[src/duc_defs.svh]
// Constants for the output update, clear, reset and monitor control
// Contract
// - Reset low disconnects outputs to ground
// - Reset release restores defaults over 300us
// - After reset outputs grounded until rewrite and load
// - Clear low grounds every output buffer input
// - Load pulses ignored while clear low
// - Clear keeps outputs grounded, registers untouched
// - Busy driven low during every recalculation
// - Shared busy wire, load waits for wire high
// - Load during busy stored, done after busy
// - Load held low updates on each busy release
// - One multiplier, busy (n+1)x500ns+250ns at most
// - Load copies only channels rewritten since last load
// - Format pin selects offset binary or twos complement
// - Gain and control data always straight binary
// - Monitor enable bit, else monitor output off
// - Monitor source bit picks channel or monitor input
// - Pin control written by special code 001101
// - Direction bit makes pin output at level bit
// - Pin readback returns pin state in bit zero
// - Select bit picks computed register A or B
// - Reset defaults for input, gain, offset, offset DAC
`ifndef DUC_DEFS_SVH
`define DUC_DEFS_SVH
`define DUC_CLK_NS 8
`define DUC_STAGE_NS 500
`define DUC_TAIL_NS 250
`define DUC_STAGE_CYC (`DUC_STAGE_NS / `DUC_CLK_NS)
`define DUC_TAIL_CYC (`DUC_TAIL_NS / `DUC_CLK_NS)
`define DUC_RESET_SEQ_US 300
`define DUC_X1_DEFAULT 16'h8000
`define DUC_GAIN_DEFAULT 16'hFFFF
`define DUC_OFFS_DEFAULT 16'h8000
`define DUC_X2_DEFAULT 16'h8000
`define DUC_OFFDAC_DEFAULT 14'h2000
`define DUC_MID_OFFSET 19'h0_8000
`define DUC_CODE_MAX 19'h0_FFFF
`define DUC_SF_GPIO 6'h0D
`define DUC_SF_MONITOR 6'h0C
`define DUC_MON_EN_BIT 5
`define DUC_MON_SRC_BIT 4
`define DUC_PIN_DIR_BIT 1
`define DUC_PIN_LVL_BIT 0
`endif

[src/duc_pkg.sv]
// Types shared by the update controller and its calculation engine
package duc_pkg;
    typedef enum logic [1:0] {
        DUC_E_IDLE = 2'b00,
        DUC_E_CALC = 2'b01,
        DUC_E_TAIL = 2'b10
    } duc_eng_state_t;

    typedef enum logic [2:0] {
        DUC_T_INA = 3'b000,
        DUC_T_INB = 3'b001,
        DUC_T_GAIN = 3'b010,
        DUC_T_OFFS = 3'b011,
        DUC_T_OFFDAC = 3'b100,
        DUC_T_ABSEL = 3'b101,
        DUC_T_SPECIAL = 3'b110
    } duc_target_t;

    typedef struct packed {
        duc_eng_state_t st;
        logic [15:0] mask;
        logic sel_b;
        logic [3:0] chan;
        logic [6:0] cnt;
    } duc_eng_t;

    typedef struct packed {
        logic rp1, rp2;
        logic clr1, clr2;
        logic ld1, ld2, ld3;
        logic fmt1, fmt2;
        logic bsy1, bsy2, bsy3;
        logic gp1, gp2;
        logic [15:0][15:0] in_a;
        logic [15:0][15:0] in_b;
        logic [15:0][15:0] gain;
        logic [15:0][15:0] offs;
        logic [15:0][15:0] cmp_a;
        logic [15:0][15:0] cmp_b;
        logic [15:0][15:0] dac;
        logic [15:0] dirty;
        logic [15:0] absel;
        logic [1:0][13:0] offdac;
        logic [5:0] monitor_select;
        logic [1:0] general_pin_control;
        logic [15:0] pend_a;
        logic [15:0] pend_b;
        logic load_pend;
        logic held_clear;
        logic init_busy;
        logic [15:0] init_cnt;
        logic [15:0] gp_rd;
    } duc_top_t;
endpackage

[src/duc_calc_if.sv]
// Job and register-access signals between controller and engine
`timescale 1ns/1ps
interface duc_calc_if;
    logic start;
    logic [15:0] mask;
    logic sel_b;
    logic busy;
    logic [3:0] chan;
    logic cur_b;
    logic wr_en;
    logic [15:0] wr_val;
    logic [15:0] rd_x;
    logic [15:0] rd_m;
    logic [15:0] rd_c;
    modport ctrl (output start, mask, sel_b, rd_x, rd_m, rd_c,
        input busy, chan, cur_b, wr_en, wr_val);
    modport engine (input start, mask, sel_b, rd_x, rd_m, rd_c,
        output busy, chan, cur_b, wr_en, wr_val);
endinterface

[src/duc_calc_engine.sv]
// Shared multiplier that recalculates computed registers one channel at a time
`timescale 1ns/1ps
`include "duc_defs.svh"
module duc_calc_engine
    import duc_pkg::*;
(
    // Clock and reset
    input wire logic mclk,
    input wire logic arst_n,
    // Job port
    duc_calc_if.engine calc
);
    duc_eng_t e_q, e_d;
    logic wr_c;
    logic [15:0] rem;
    logic [32:0] prod;
    logic [18:0] sum;

    function automatic logic [3:0] first_set(input logic [15:0] v);
        logic [3:0] r;
        r = '0;
        for (int i = 15; i >= 0; i--) begin
            if (v[i]) begin
                r = 4'(i);
            end
        end
        return r;
    endfunction

    // Value = x*(m+1)/2^16 + c - midscale, clamped to code range
    always_comb begin
        prod = 33'(calc.rd_x) * 33'(calc.rd_m) + 33'(calc.rd_x);
        sum = {2'b00, prod[32:16]} + {3'b000, calc.rd_c} - `DUC_MID_OFFSET;
    end

    always_comb begin
        e_d = e_q;
        wr_c = 1'b0;
        rem = e_q.mask & ~(16'h0001 << e_q.chan);
        case (e_q.st)
            DUC_E_IDLE: begin
                if (calc.start && calc.mask != '0) begin
                    e_d.mask = calc.mask;
                    e_d.sel_b = calc.sel_b;
                    e_d.chan = first_set(calc.mask);
                    e_d.cnt = '0;
                    e_d.st = DUC_E_CALC;
                end
            end
            DUC_E_CALC: begin
                if (e_q.cnt == 7'(`DUC_STAGE_CYC - 1)) begin
                    wr_c = 1'b1;
                    e_d.cnt = '0;
                    e_d.mask = rem;
                    if (rem == '0) begin
                        e_d.st = DUC_E_TAIL;
                    end else begin
                        e_d.chan = first_set(rem);
                    end
                end else begin
                    e_d.cnt = e_q.cnt + 7'(1);
                end
            end
            DUC_E_TAIL: begin
                // Final stages of the last channel: one stage plus the short one
                if (e_q.cnt == 7'(`DUC_STAGE_CYC + `DUC_TAIL_CYC - 1)) begin
                    e_d.st = DUC_E_IDLE;
                end else begin
                    e_d.cnt = e_q.cnt + 7'(1);
                end
            end
            default: begin
                e_d.st = DUC_E_IDLE;
            end
        endcase
    end

    always_ff @(posedge mclk or negedge arst_n) begin
        if (!arst_n) begin
            e_q <= '0;
        end else begin
            e_q <= e_d;
        end
    end

    assign calc.busy = (e_q.st != DUC_E_IDLE);
    assign calc.chan = e_q.chan;
    assign calc.cur_b = e_q.sel_b;
    assign calc.wr_en = wr_c;
    assign calc.wr_val = sum[18] ? 16'h0000 : (sum > `DUC_CODE_MAX) ? 16'hFFFF : sum[15:0];

    // Helper: length of the current busy pulse
    logic [10:0] bcnt_q;
    always_ff @(posedge mclk or negedge arst_n) begin
        if (!arst_n) begin
            bcnt_q <= '0;
        end else begin
            bcnt_q <= calc.busy ? bcnt_q + 11'(1) : '0;
        end
    end
endmodule

[src/duc_update_ctrl.sv]
// Output update, clear, reset sequence, busy handshake, monitor and pin control
`timescale 1ns/1ps
`include "duc_defs.svh"
module duc_update_ctrl
    import duc_pkg::*;
#(
    parameter int RESET_SEQ_CYC = `DUC_RESET_SEQ_US * 1000 / `DUC_CLK_NS
)
(
    // Clock and reset
    input wire logic mclk,
    input wire logic arst_n,
    // Control pins from the host
    input wire logic device_reset_n,
    input wire logic output_clear_n,
    input wire logic load_outputs_n,
    input wire logic data_format_select,
    // Shared busy wire, open drain
    input wire logic busy_line_i,
    output logic busy_line_o,
    output logic busy_line_oe,
    // General-purpose pin
    input wire logic general_pin_i,
    output logic general_pin_o,
    output logic general_pin_oe,
    // Register writes from the serial decoder
    input wire logic wr_valid,
    input duc_target_t wr_target,
    input wire logic [5:0] wr_sf_code,
    input wire logic [15:0] wr_mask,
    input wire logic wr_sel_b,
    input wire logic [15:0] wr_data,
    output logic [15:0] general_pin_read_word,
    // Output stage control
    output logic output_connect,
    output logic output_to_ground,
    output logic init_active,
    output logic [15:0][15:0] channel_code,
    output logic [1:0][13:0] offset_dac_code,
    // Monitor multiplexer
    output logic monitor_enable,
    output logic monitor_source,
    output logic [3:0] monitor_channel
);
    duc_top_t s_q, s_d;
    duc_calc_if calc_if ();
    logic own_busy, load_fall, busy_rise, can_go, upd, hold_low;
    logic start_c, start_b_c;
    logic [15:0] start_mask_c;

    duc_calc_engine u_engine (
        .mclk(mclk),
        .arst_n(arst_n),
        .calc(calc_if.engine)
    );

    function automatic logic [15:0] fmt16(input logic [15:0] d, input logic tc);
        return tc ? {~d[15], d[14:0]} : d;
    endfunction

    // Engine reads the channel it is working on
    assign calc_if.rd_x = calc_if.cur_b ? s_q.in_b[calc_if.chan] : s_q.in_a[calc_if.chan];
    assign calc_if.rd_m = s_q.gain[calc_if.chan];
    assign calc_if.rd_c = s_q.offs[calc_if.chan];
    assign calc_if.start = start_c;
    assign calc_if.mask = start_mask_c;
    assign calc_if.sel_b = start_b_c;

    always_comb begin
        own_busy = calc_if.busy || s_q.pend_a != '0 || s_q.pend_b != '0 || s_q.init_busy;
        load_fall = !s_q.ld2 && s_q.ld3;
        busy_rise = s_q.bsy2 && !s_q.bsy3;
        // Sync lag on the wire is covered by also checking our own busy
        can_go = s_q.bsy2 && !own_busy && s_q.clr2;
        hold_low = !s_q.ld2 && busy_rise;
        upd = can_go && (s_q.load_pend || hold_low);
        start_c = !calc_if.busy && !s_q.init_busy && (s_q.pend_a != '0 || s_q.pend_b != '0);
        start_b_c = (s_q.pend_a == '0);
        start_mask_c = start_b_c ? s_q.pend_b : s_q.pend_a;
    end

    always_comb begin
        s_d = s_q;
        s_d.rp1 = device_reset_n;
        s_d.rp2 = s_q.rp1;
        s_d.clr1 = output_clear_n;
        s_d.clr2 = s_q.clr1;
        s_d.ld1 = load_outputs_n;
        s_d.ld2 = s_q.ld1;
        s_d.ld3 = s_q.ld2;
        s_d.fmt1 = data_format_select;
        s_d.fmt2 = s_q.fmt1;
        s_d.bsy1 = busy_line_i;
        s_d.bsy2 = s_q.bsy1;
        s_d.bsy3 = s_q.bsy2;
        s_d.gp1 = general_pin_i;
        s_d.gp2 = s_q.gp1;
        s_d.gp_rd = {15'h0000, s_q.gp2};
        // Engine result lands in its computed register and marks the channel
        if (calc_if.wr_en && !s_q.init_busy) begin
            if (calc_if.cur_b) begin
                s_d.cmp_b[calc_if.chan] = calc_if.wr_val;
            end else begin
                s_d.cmp_a[calc_if.chan] = calc_if.wr_val;
            end
        end
        if (start_c) begin
            if (start_b_c) begin
                s_d.pend_b = '0;
            end else begin
                s_d.pend_a = '0;
            end
        end
        // Load: only rewritten channels move, set of a dirty mark wins over clear
        if (upd) begin
            for (int i = 0; i < 16; i++) begin
                if (s_q.dirty[i]) begin
                    s_d.dac[i] = s_q.absel[i] ? s_q.cmp_b[i] : s_q.cmp_a[i];
                end
            end
            s_d.dirty = '0;
            if (s_q.dirty != '0) begin
                s_d.held_clear = 1'b0;
            end
        end
        if (calc_if.wr_en && !s_q.init_busy) begin
            s_d.dirty[calc_if.chan] = 1'b1;
        end
        s_d.load_pend = upd ? 1'b0 : s_q.load_pend;
        if (load_fall && s_q.clr2) begin
            s_d.load_pend = 1'b1;
        end
        if (!s_q.clr2) begin
            s_d.held_clear = 1'b1;
        end
        if (wr_valid && !s_q.init_busy) begin
            case (wr_target)
                DUC_T_INA, DUC_T_INB, DUC_T_GAIN, DUC_T_OFFS: begin
                    for (int i = 0; i < 16; i++) begin
                        if (wr_mask[i]) begin
                            if (wr_target == DUC_T_INA) begin
                                s_d.in_a[i] = fmt16(wr_data, s_q.fmt2);
                            end else if (wr_target == DUC_T_INB) begin
                                s_d.in_b[i] = fmt16(wr_data, s_q.fmt2);
                            end else if (wr_target == DUC_T_GAIN) begin
                                s_d.gain[i] = wr_data;
                            end else begin
                                s_d.offs[i] = fmt16(wr_data, s_q.fmt2);
                            end
                        end
                    end
                    if (wr_target == DUC_T_INB || (wr_target != DUC_T_INA && wr_sel_b)) begin
                        s_d.pend_b = s_d.pend_b | wr_mask;
                    end else begin
                        s_d.pend_a = s_d.pend_a | wr_mask;
                    end
                end
                DUC_T_OFFDAC: begin
                    if (wr_mask[7:0] != '0) begin
                        s_d.offdac[0] = s_q.fmt2 ? {~wr_data[13], wr_data[12:0]} : wr_data[13:0];
                    end
                    if (wr_mask[15:8] != '0) begin
                        s_d.offdac[1] = s_q.fmt2 ? {~wr_data[13], wr_data[12:0]} : wr_data[13:0];
                    end
                end
                DUC_T_ABSEL: begin
                    s_d.absel = (s_q.absel & ~wr_mask) | (wr_data & wr_mask);
                end
                DUC_T_SPECIAL: begin
                    if (wr_sf_code == `DUC_SF_GPIO) begin
                        s_d.general_pin_control = wr_data[1:0];
                    end else if (wr_sf_code == `DUC_SF_MONITOR) begin
                        s_d.monitor_select = wr_data[5:0];
                    end
                end
                default: begin
                end
            endcase
        end
        // Reset pin held low: defaults held, sequence restarts on release
        if (!s_q.rp2) begin
            s_d.init_busy = 1'b1;
            s_d.init_cnt = '0;
        end else if (s_q.init_busy) begin
            if (s_q.init_cnt == 16'(RESET_SEQ_CYC - 1)) begin
                s_d.init_busy = 1'b0;
            end else begin
                s_d.init_cnt = s_q.init_cnt + 16'(1);
            end
        end
        if (s_q.init_busy) begin
            for (int i = 0; i < 16; i++) begin
                s_d.in_a[i] = `DUC_X1_DEFAULT;
                s_d.in_b[i] = `DUC_X1_DEFAULT;
                s_d.gain[i] = `DUC_GAIN_DEFAULT;
                s_d.offs[i] = `DUC_OFFS_DEFAULT;
                s_d.cmp_a[i] = `DUC_X2_DEFAULT;
                s_d.cmp_b[i] = `DUC_X2_DEFAULT;
            end
            s_d.offdac[0] = `DUC_OFFDAC_DEFAULT;
            s_d.offdac[1] = `DUC_OFFDAC_DEFAULT;
            s_d.dirty = '0;
            s_d.pend_a = '0;
            s_d.pend_b = '0;
            s_d.load_pend = 1'b0;
            s_d.held_clear = 1'b1;
        end
    end

    always_ff @(posedge mclk or negedge arst_n) begin
        if (!arst_n) begin
            s_q <= '0;
            s_q.held_clear <= 1'b1;
            s_q.init_busy <= 1'b1;
            s_q.ld2 <= 1'b1;
            s_q.ld3 <= 1'b1;
        end else begin
            s_q <= s_d;
        end
    end

    // Only ever pulls the wire low
    assign busy_line_o = 1'b0;
    assign busy_line_oe = own_busy;
    assign output_connect = s_q.rp2;
    assign output_to_ground = !s_q.clr2 || s_q.held_clear || !s_q.rp2;
    assign init_active = s_q.init_busy;
    assign channel_code = s_q.dac;
    assign offset_dac_code = s_q.offdac;
    assign monitor_enable = s_q.monitor_select[`DUC_MON_EN_BIT];
    assign monitor_source = s_q.monitor_select[`DUC_MON_SRC_BIT];
    assign monitor_channel = s_q.monitor_select[3:0];
    assign general_pin_oe = s_q.general_pin_control[`DUC_PIN_DIR_BIT];
    assign general_pin_o = s_q.general_pin_control[`DUC_PIN_LVL_BIT];
    assign general_pin_read_word = s_q.gp_rd;
endmodule

[config.mk]
export PLATFORM = sky130hd
export DESIGN_NAME = duc_update_ctrl
export DESIGN_NICKNAME = d
export VERILOG_FILES = /design/src/duc_pkg.sv /design/src/duc_calc_if.sv /design/src/duc_calc_engine.sv /design/src/duc_update_ctrl.sv
export VERILOG_INCLUDE_DIRS = /design/src
export SDC_FILE = /design/constraint.sdc
export NUM_CORES = 2
export LEC_CHECK = 0
export BUFFER_PORTS_ARGS = -buffer_cell sky130_fd_sc_hd__buf_2
export CAP_MARGIN = 20
export CORE_ASPECT_RATIO = 0.75
export CORE_MARGIN = 2
export CORE_UTILIZATION = 55
export DETAILED_ROUTE_END_ITERATION = 10
export PLACE_DENSITY = 0.69
export SLEW_MARGIN = 20
export SYNTH_ARGS = -nofsm -noshare
export SYNTH_HDL_FRONTEND = slang
export SYNTH_SLANG_ARGS = --single-unit
[constraint.sdc]
create_clock -name mclk -period 13.5 [get_ports mclk]
set_clock_uncertainty 0.15 [all_clocks]
set_input_delay 0 -clock mclk [delete_from_list [all_inputs] [get_ports mclk]]
set_output_delay 0 -clock mclk [all_outputs]
set_load 0.005 [all_outputs]
---- After elaboration in Yosys (flattened, before gate mapping) ----
Cells that the tools add are included.
operators by class
  add/subtract/negate cells ............... 5
  multiply operators ...................... 1
  order comparisons ....................... 3
  eq/ne operators ......................... 27
  shifts and indexed selects .............. 1
  multiplexer cells ....................... 189
  bitwise gates (word level) .............. 12
  reduce and logical (&&, ||, !) cells .... 165
operators with widths
  kind                 count
  $mux W1024           2
  $mux W16             107
  $mux W1536           1
  $bwmux W256          2
  $mux W256            2
  $mux W512            1
  $bmux W16 S4         4
  $reduce_and A6 Y1    32
  $mux W4              34
  $reduce_and A5 Y1    16
  $reduce_and A4 Y1    19
  $mux W68             1
  $demux W16 S4        1
  $mux W32             2
  $or A16 B16 Y16      4
  $reduce_bool A16 Y1  4
  $mux W28             2
  $reduce_bool A2 Y1   28
  $and A16 B16 Y16     3
  $reduce_and A2 Y1    22
  $mux W14             3
  $mux W17             2
  $mux W34             1
  $add A32 B16 Y33     1
  45 further kinds     109
word-level totals
  register bits ........................... 1956
  input bits .............................. 51
  output and inout bits ................... 313
  logic and storage cells ................. 547

---- Longest topological paths before layout ----
  depth after elaboration ................. 22
  depth in mapped cells ................... 50
  mapped depth without buffers ............ 42

---- Modules after synthesis ----
From an unflattened synthesis, not the netlist that was laid out.
second synthesis, totals
  cell total of the unflattened synthesis .. 9640
  area total of the unflattened synthesis .. 97168.2 µm²
modules (own cells, without submodules)
  module           times used  cells each  area each (µm²)  sequential area each (µm²)
  duc_update_ctrl  1           8244        85210.5          48201.2
  duc_calc_engine  1           1396        11957.7          750.7

---- Least setup slack after synthesis ----
OpenSTA, ideal clock, no wires.
  path kind ............................... reg-to-reg
  start ................................... register u_engine.e_q (netlist bit u_engine.calc.chan[1])
  end ..................................... register s_q[422] (netlist bit)
  library setup time ...................... 0.077 ns
  arrival time ............................ 10.546 ns
  required time ........................... 13.273 ns
  slack ................................... 2.727 ns
  cell stages (with the launch flop) ...... 49
  buffers on the path ..................... 7
  clock period less this slack ............ 10.773 ns
  cells stage by stage .................... dfrtp_1 -> buf_2 -> buf_2 -> buf_1 -> clkbuf_1 -> mux4_2 -> mux2_2 -> o21ai_1 -> clkbuf_1 -> nor2_1 -> fa_1 -> inv_1 -> fa_1 -> fa_1 -> inv_1 -> fa_1 -> fa_1 -> inv_1 -> [13 not listed] -> clkbuf_1 -> o21a_1 -> a21oi_1 -> a21oi_1 -> a21oi_1 -> nand2b_1 -> a21o_1 -> xor2_1 -> ha_1 -> nand4b_1 -> nor2_1 -> nand4_1 -> nor4bb_1 -> and4_1 -> nand4_1 -> a41o_1 -> buf_2 -> a21oi_1
on the way
  word-level cells in the longest chain between the ends .. 14
ends and longest elaborated chain
  what                            line                    RTL
  from (decl)                     duc_calc_engine.sv:13   duc_eng_t e_q, e_d;
  from (signal assigned)          duc_calc_engine.sv:80   e_q <= '0;
  from (signal assigned)          duc_calc_engine.sv:82   e_q <= e_d;
  $bmux W16 S4                    duc_update_ctrl.sv:62   assign calc_if.rd_x = calc_if.cur_b ? s_q.in_b[calc_if.chan] : s_q.in_a[calc_if.chan];
  $mux W16 (not written as such)  duc_update_ctrl.sv:62
  $mux W16                        duc_update_ctrl.sv:62
  $mul A16 B16 Y32                duc_calc_engine.sv:32   prod = 33'(calc.rd_x) * 33'(calc.rd_m) + 33'(calc.rd_x);
  $add A32 B16 Y33                duc_calc_engine.sv:32
  $add A17 B16 Y18                duc_calc_engine.sv:33   sum = {2'b00, prod[32:16]} + {3'b000, calc.rd_c} - `DUC_MID_OFFSET;
  $sub A19 B16 Y19 (no line)      -
  $gt A19 B16 Y1 (no line)        -
  $mux W16 (2 in series)          duc_calc_engine.sv:90   assign calc.wr_val = sum[18] ? 16'h0000 : (sum > `DUC_CODE_MAX) ? 16'hFFFF : sum[15:0];
  $bwmux W256 (*)                 duc_update_ctrl.sv:102  s_d.cmp_b[calc_if.chan] = calc_if.wr_val;
  $mux W256 (*)                   duc_update_ctrl.sv:101  if (calc_if.cur_b) begin
  $mux W512 (*)                   duc_update_ctrl.sv:100  if (calc_if.wr_en && !s_q.init_busy) begin
  $mux W1536 (*)                  duc_update_ctrl.sv:191  if (s_q.init_busy) begin
  to (decl)                       duc_update_ctrl.sv:45   duc_top_t s_q, s_d;
Mark *: on every way between the ends. The rest lies on a longest branch, timed or not. The select of a mux whose other input is x is not followed.
A chain may end at the register's enable or synchronous reset.

---- Worst setup path after layout ----
  start ................................... register u_engine.e_q (netlist bit u_engine.calc.chan[0])
  end ..................................... register s_q[411] (netlist bit)
Same word-level chain as after synthesis.

==> flow_summary_export.csv <==
group,metric,value,unit
sta,setup_viol,0,
global_route,overflow,0,
setup_path,r2r_start,"u_engine.calc.chan[0]$_DFFE_PN0P_",
yosys,synth_top_family_by_area,"compound AO/OA/AOI/OAI gates",
cts,htreeDepth,4,
die,start_util,0.554,
sta,setup_tns,0,ps
sta,finalHoldViolCount,0,
job,cap_violations,0,
die,die_y,362,um
power_and_ir_drop,post-layout-total-power,0.0124,W
power_and_ir_drop,combinationalPowerShare,0.063,
drt,drc_errors,0,
cts,clk_pin_slew_worst_paths,60,ps
sta,slew_viol_final,0,
placement,io_buffer_count,347,
global_route,antenna_found_initial,11,
drt,wl,267,mm
min_path,worstHoldStart,"wr_mask[4]",
drt,first_pass_iters,6,
setup_path,endpoint_kind,"flop",
power_and_ir_drop,vdd_drop_max,0.000115,V
yosys,synth-xor-area-share,0.00417,
power_and_ir_drop,p_switching,0.00301,W
yosys,synth_seq_area_share,0.520,
cts,cts_max_path_buffers,3,
yosys,synth_seq_cells,1956,
power_and_ir_drop,p_per_area,121,mW/mm^2
cts,clk_latency,830,ps
cts,numCtsBuffers,187,
setup_path,critPathMaxFanout,32,
sta,fin_crit_sh,0.931,
die,die_w,482,um
placement,dp_hpwl,177,mm
drt,ant_nets,0,
die,floorplan.die_area,0.175,mm^2
sta,slew_headroom,0.227,
yosys,synthSimpleGateAreaFrac,0.118,
global_route,grt_pass1_wl,411,mm
yosys,synthCells,9046,
setup_path,cp.arrival,13100,ps
yosys,syn-mean-instance-area,10.4,um^2
global_route,first_global_vias,66400,
yosys,yosysWarnings,0,
sta,clock.fmax,79.6,MHz
yosys,async_flop_share,1.00,
drt,via_per_inst,5.99,
cells_and_area,drive_above_1_share,0.144,
sta,rsz0062_at_grt,"false",
cts,cts_tree,"yes",
global_route,grt_max_degree,169,
die,rows,131,
placement,place.gp.congestion,0.920,
setup_path,startpoint,"u_engine.calc.chan[0]$_DFFE_PN0P_",
power_and_ir_drop,power_frac_seq,0.483,
drt,vias,67800,
yosys,synth-compound-area-share,0.122,
min_path,hold_depth,4,
setup_path,path_class,"reg -> reg",
cts,cts.sinks,1956,
setup_path,slowest_stage,"dfrtp_4",
die,core,0.170,mm^2
cts,clock-root-buffer,"clkbuf_16",
sta,tightest_slew,1160,ps
cts,cts_resized,0,
power_and_ir_drop,p_clk_frac,0.454,
yosys,yosys_most_used_dff,"dfrtp_1",
run_status,outcome,"finished, final reports clean",
drt,drt-wirelength-per-cell,23.6,um
yosys,synth_area,0.0942,mm^2
setup_path,r2r_cells,37,
power_and_ir_drop,p_int,0.00943,W
sta,period_minus_slack,12570,ps
setup_path,required,14040,ps
cells_and_area,syn_to_final_growth,9.51,%
power_and_ir_drop,p_leak,44.4,nW
cells_and_area,nNetsFinal,9303,
yosys,synthDistinctLibCells,86,
drt,drt_iter0_markers,7980,
yosys,synthMuxAreaShare,0.109,
setup_path,max_stage_delay,890,ps
yosys,synth-edff-count,0,
power_and_ir_drop,swShare,0.242,
yosys,synthAdderAreaFrac,0.0623,
cells_and_area,postLayoutCoreUtil,0.606,
setup_path,path_common_cell,"fa_1",
die,io_pins,364,
min_path,hp-class,"in -> reg",
global_route,track_usage,0.309,
setup_path,critPathLaunchType,"flop",
-- registers in the layout, summed over array words and instances (netlist names), named ones only --
| register | count |
|---|---|
| s_q | 1606 |
| channel_code | 256 |
| offset_dac_code | 28 |
| monitor_channel | 4 |
| general_pin_oe | 1 |
| init_active | 1 |
| u_engine.calc.cur_b | 1 |
| u_engine.calc.chan | 4 |
| monitor_enable | 1 |
| s_d | 9 |
| output_connect | 1 |
| u_engine.e_q | 25 |
| general_pin_read_word | 1 |
| monitor_source | 1 |
| general_pin_o | 1 |
-- worst paths after layout --
kind | endpoint | slack (ps)
setup reg to reg | s_q[411]$_DFFE_PN0P_ | 930
max in group asynchronous | s_q[1460]$_DFFE_PN0P_ | 10290
hold / removal | s_q[55]$_DFF_PN0_ | 60
setup / recovery | s_q[411]$_DFFE_PN0P_ | 930
min in group asynchronous | channel_code[22]$_DFFE_PN0P_ | 310
hold reg to reg | general_pin_read_word[0]$_DFF_PN0_ | 200
-- per-layer routing --
metal  vias up  global-route usage  share of wire
met4        14               0.104          0.037
met2      2961               0.451           0.44
met5         -                   0        0.00035
li1      30000                   -              -
met3       509              0.0710          0.093
met1     34400               0.458           0.43
-- stage by stage --
stage               hold WS [ps]  cells  setup WS [ps]  area, um^2
floorplan                   -446   9061           2730       94300
global placement           -40.9  10900           1060       95500
detailed placement         -37.9  10900            897       95500
CTS                       0.0721  11300            878      103000
global route                24.2  11300            122      103000
finish                      55.9  11300            930      103000
-- repair_timing --
item	4_1_cts	5_1_grt
setup buffers	0	0
endpoints found under the hold margin	1342	0
hold buffers	90	0
-- cell usage after synthesis, drive strengths merged, types with 4 or more instances --
library cell  number  area [um^2]
nor3              37          308
dfrtp           1952        48800
nand2           2074         7780
nor2b             84          526
mux4             317         7140
mux2              40          450
inv              306         1150
o31ai              5         51.3
and2              54          338
o21a              11         82.6
xnor2             32          280
mux2i            268         2680
nand3             25          125
a21o              28          210
nand3b            11         82.6
a31o               6         52.6
o21ai           1825         9250
a21boi             7         63.8
or4               15          165
o22ai             14         87.6
nand2b            72          450
ha               133         1660
a32o               9         90.1
o211ai             7         52.6
o311ai             5         43.8
and4               5         43.8
a31oi             12         75.1
and3              10         62.6
a22oi             46          350
a21oi            140          708
nand4b             4         35.0
fa               210         4200
or2                6         37.5
nand4             20          125
dfstp              4          105
xor2              12          113
buf              441         3050
nor2             204          766
nor4              16          100
clkbuf           525         1980
a211oi             8         65.1
-- power groups by stage --
stage,sequential [W],combinational (W),clock (W)
floorplan,0.00599,0.000503,0
global placement,0.00611,0.000752,0
detailed placement,0.00611,0.000757,0
CTS,0.00600,0.000778,0.00569
global route,0.00600,0.000826,0.00595
finish,0.00600,0.000787,0.00565
-- cell families (layout without fill, tap and decap cells) --
family / count (synthesis) / count (layout)
DFF: 1956 / 1956
other: 1 / 22
muxes: 625 / 625
adders and majority gates: 343 / 343
AOI/OAI and AO/OA: 2153 / 2153
and+or+nand+nor: 2651 / 2651
xor gates and xnor gates: 44 / 44
buffers and inverters: 1273 / 1276
-- cell usage in the layout (no fill, tap or decap), types with 16 or more instances in the layout --
| cell | instances |
|---|---|
| clkinv_2 | 28 |
| and2_1 | 54 |
| buf_2 | 346 |
| clkbuf_8 | 39 |
| nand2b_1 | 70 |
| clkbuf_1 | 39 |
| ha_1 | 133 |
| mux2_2 | 40 |
| nor2_1 | 202 |
| o21ai_0 | 1504 |
| o21ai_1 | 291 |
| buf_12 | 16 |
| buf_4 | 165 |
| nand4_1 | 20 |
| fa_1 | 210 |
| inv_1 | 306 |
| nand3_1 | 25 |
| dlygate4sd3_1 | 89 |
| a22oi_1 | 45 |
| o21ai_2 | 30 |
| a21o_1 | 28 |
| nor3_1 | 19 |
| conb_1 | 16 |
| mux4_2 | 317 |
| a21oi_1 | 137 |
| clkbuf_16 | 190 |
| nand2_1 | 2071 |
| mux2i_1 | 267 |
| nor2b_1 | 84 |
| bufinv_16 | 24 |
| dfrtp_1 | 1948 |
| xnor2_1 | 32 |
-- area by class of cell --
class | count | area [um^2]
diodes | 6 | 15.0
clock buffers | 268 | 5440
clock inverters | 76 | 1210
fillers | 13700 | 67000
inverters | 307 | 1150
multi-input cells | 5832 | 39200
flip-flops and latches | 1956 | 49000
well taps | 2261 | 2830
repair buffers | 625 | 4330
-- worst max-delay path: cells and delay by family, from the launching register on --
kind | cells | cell delay (ps)
adders and majority gates | 9 | 3890
xor gates and xnor gates | 2 | 380
and+or+nand+nor | 4 | 1130
buffers and inverters | 6 | 1450
muxes | 3 | 1750
AOI/OAI and AO/OA | 13 | 2730
DFF | 1 | 890
(Power assumes the default switching activity.)
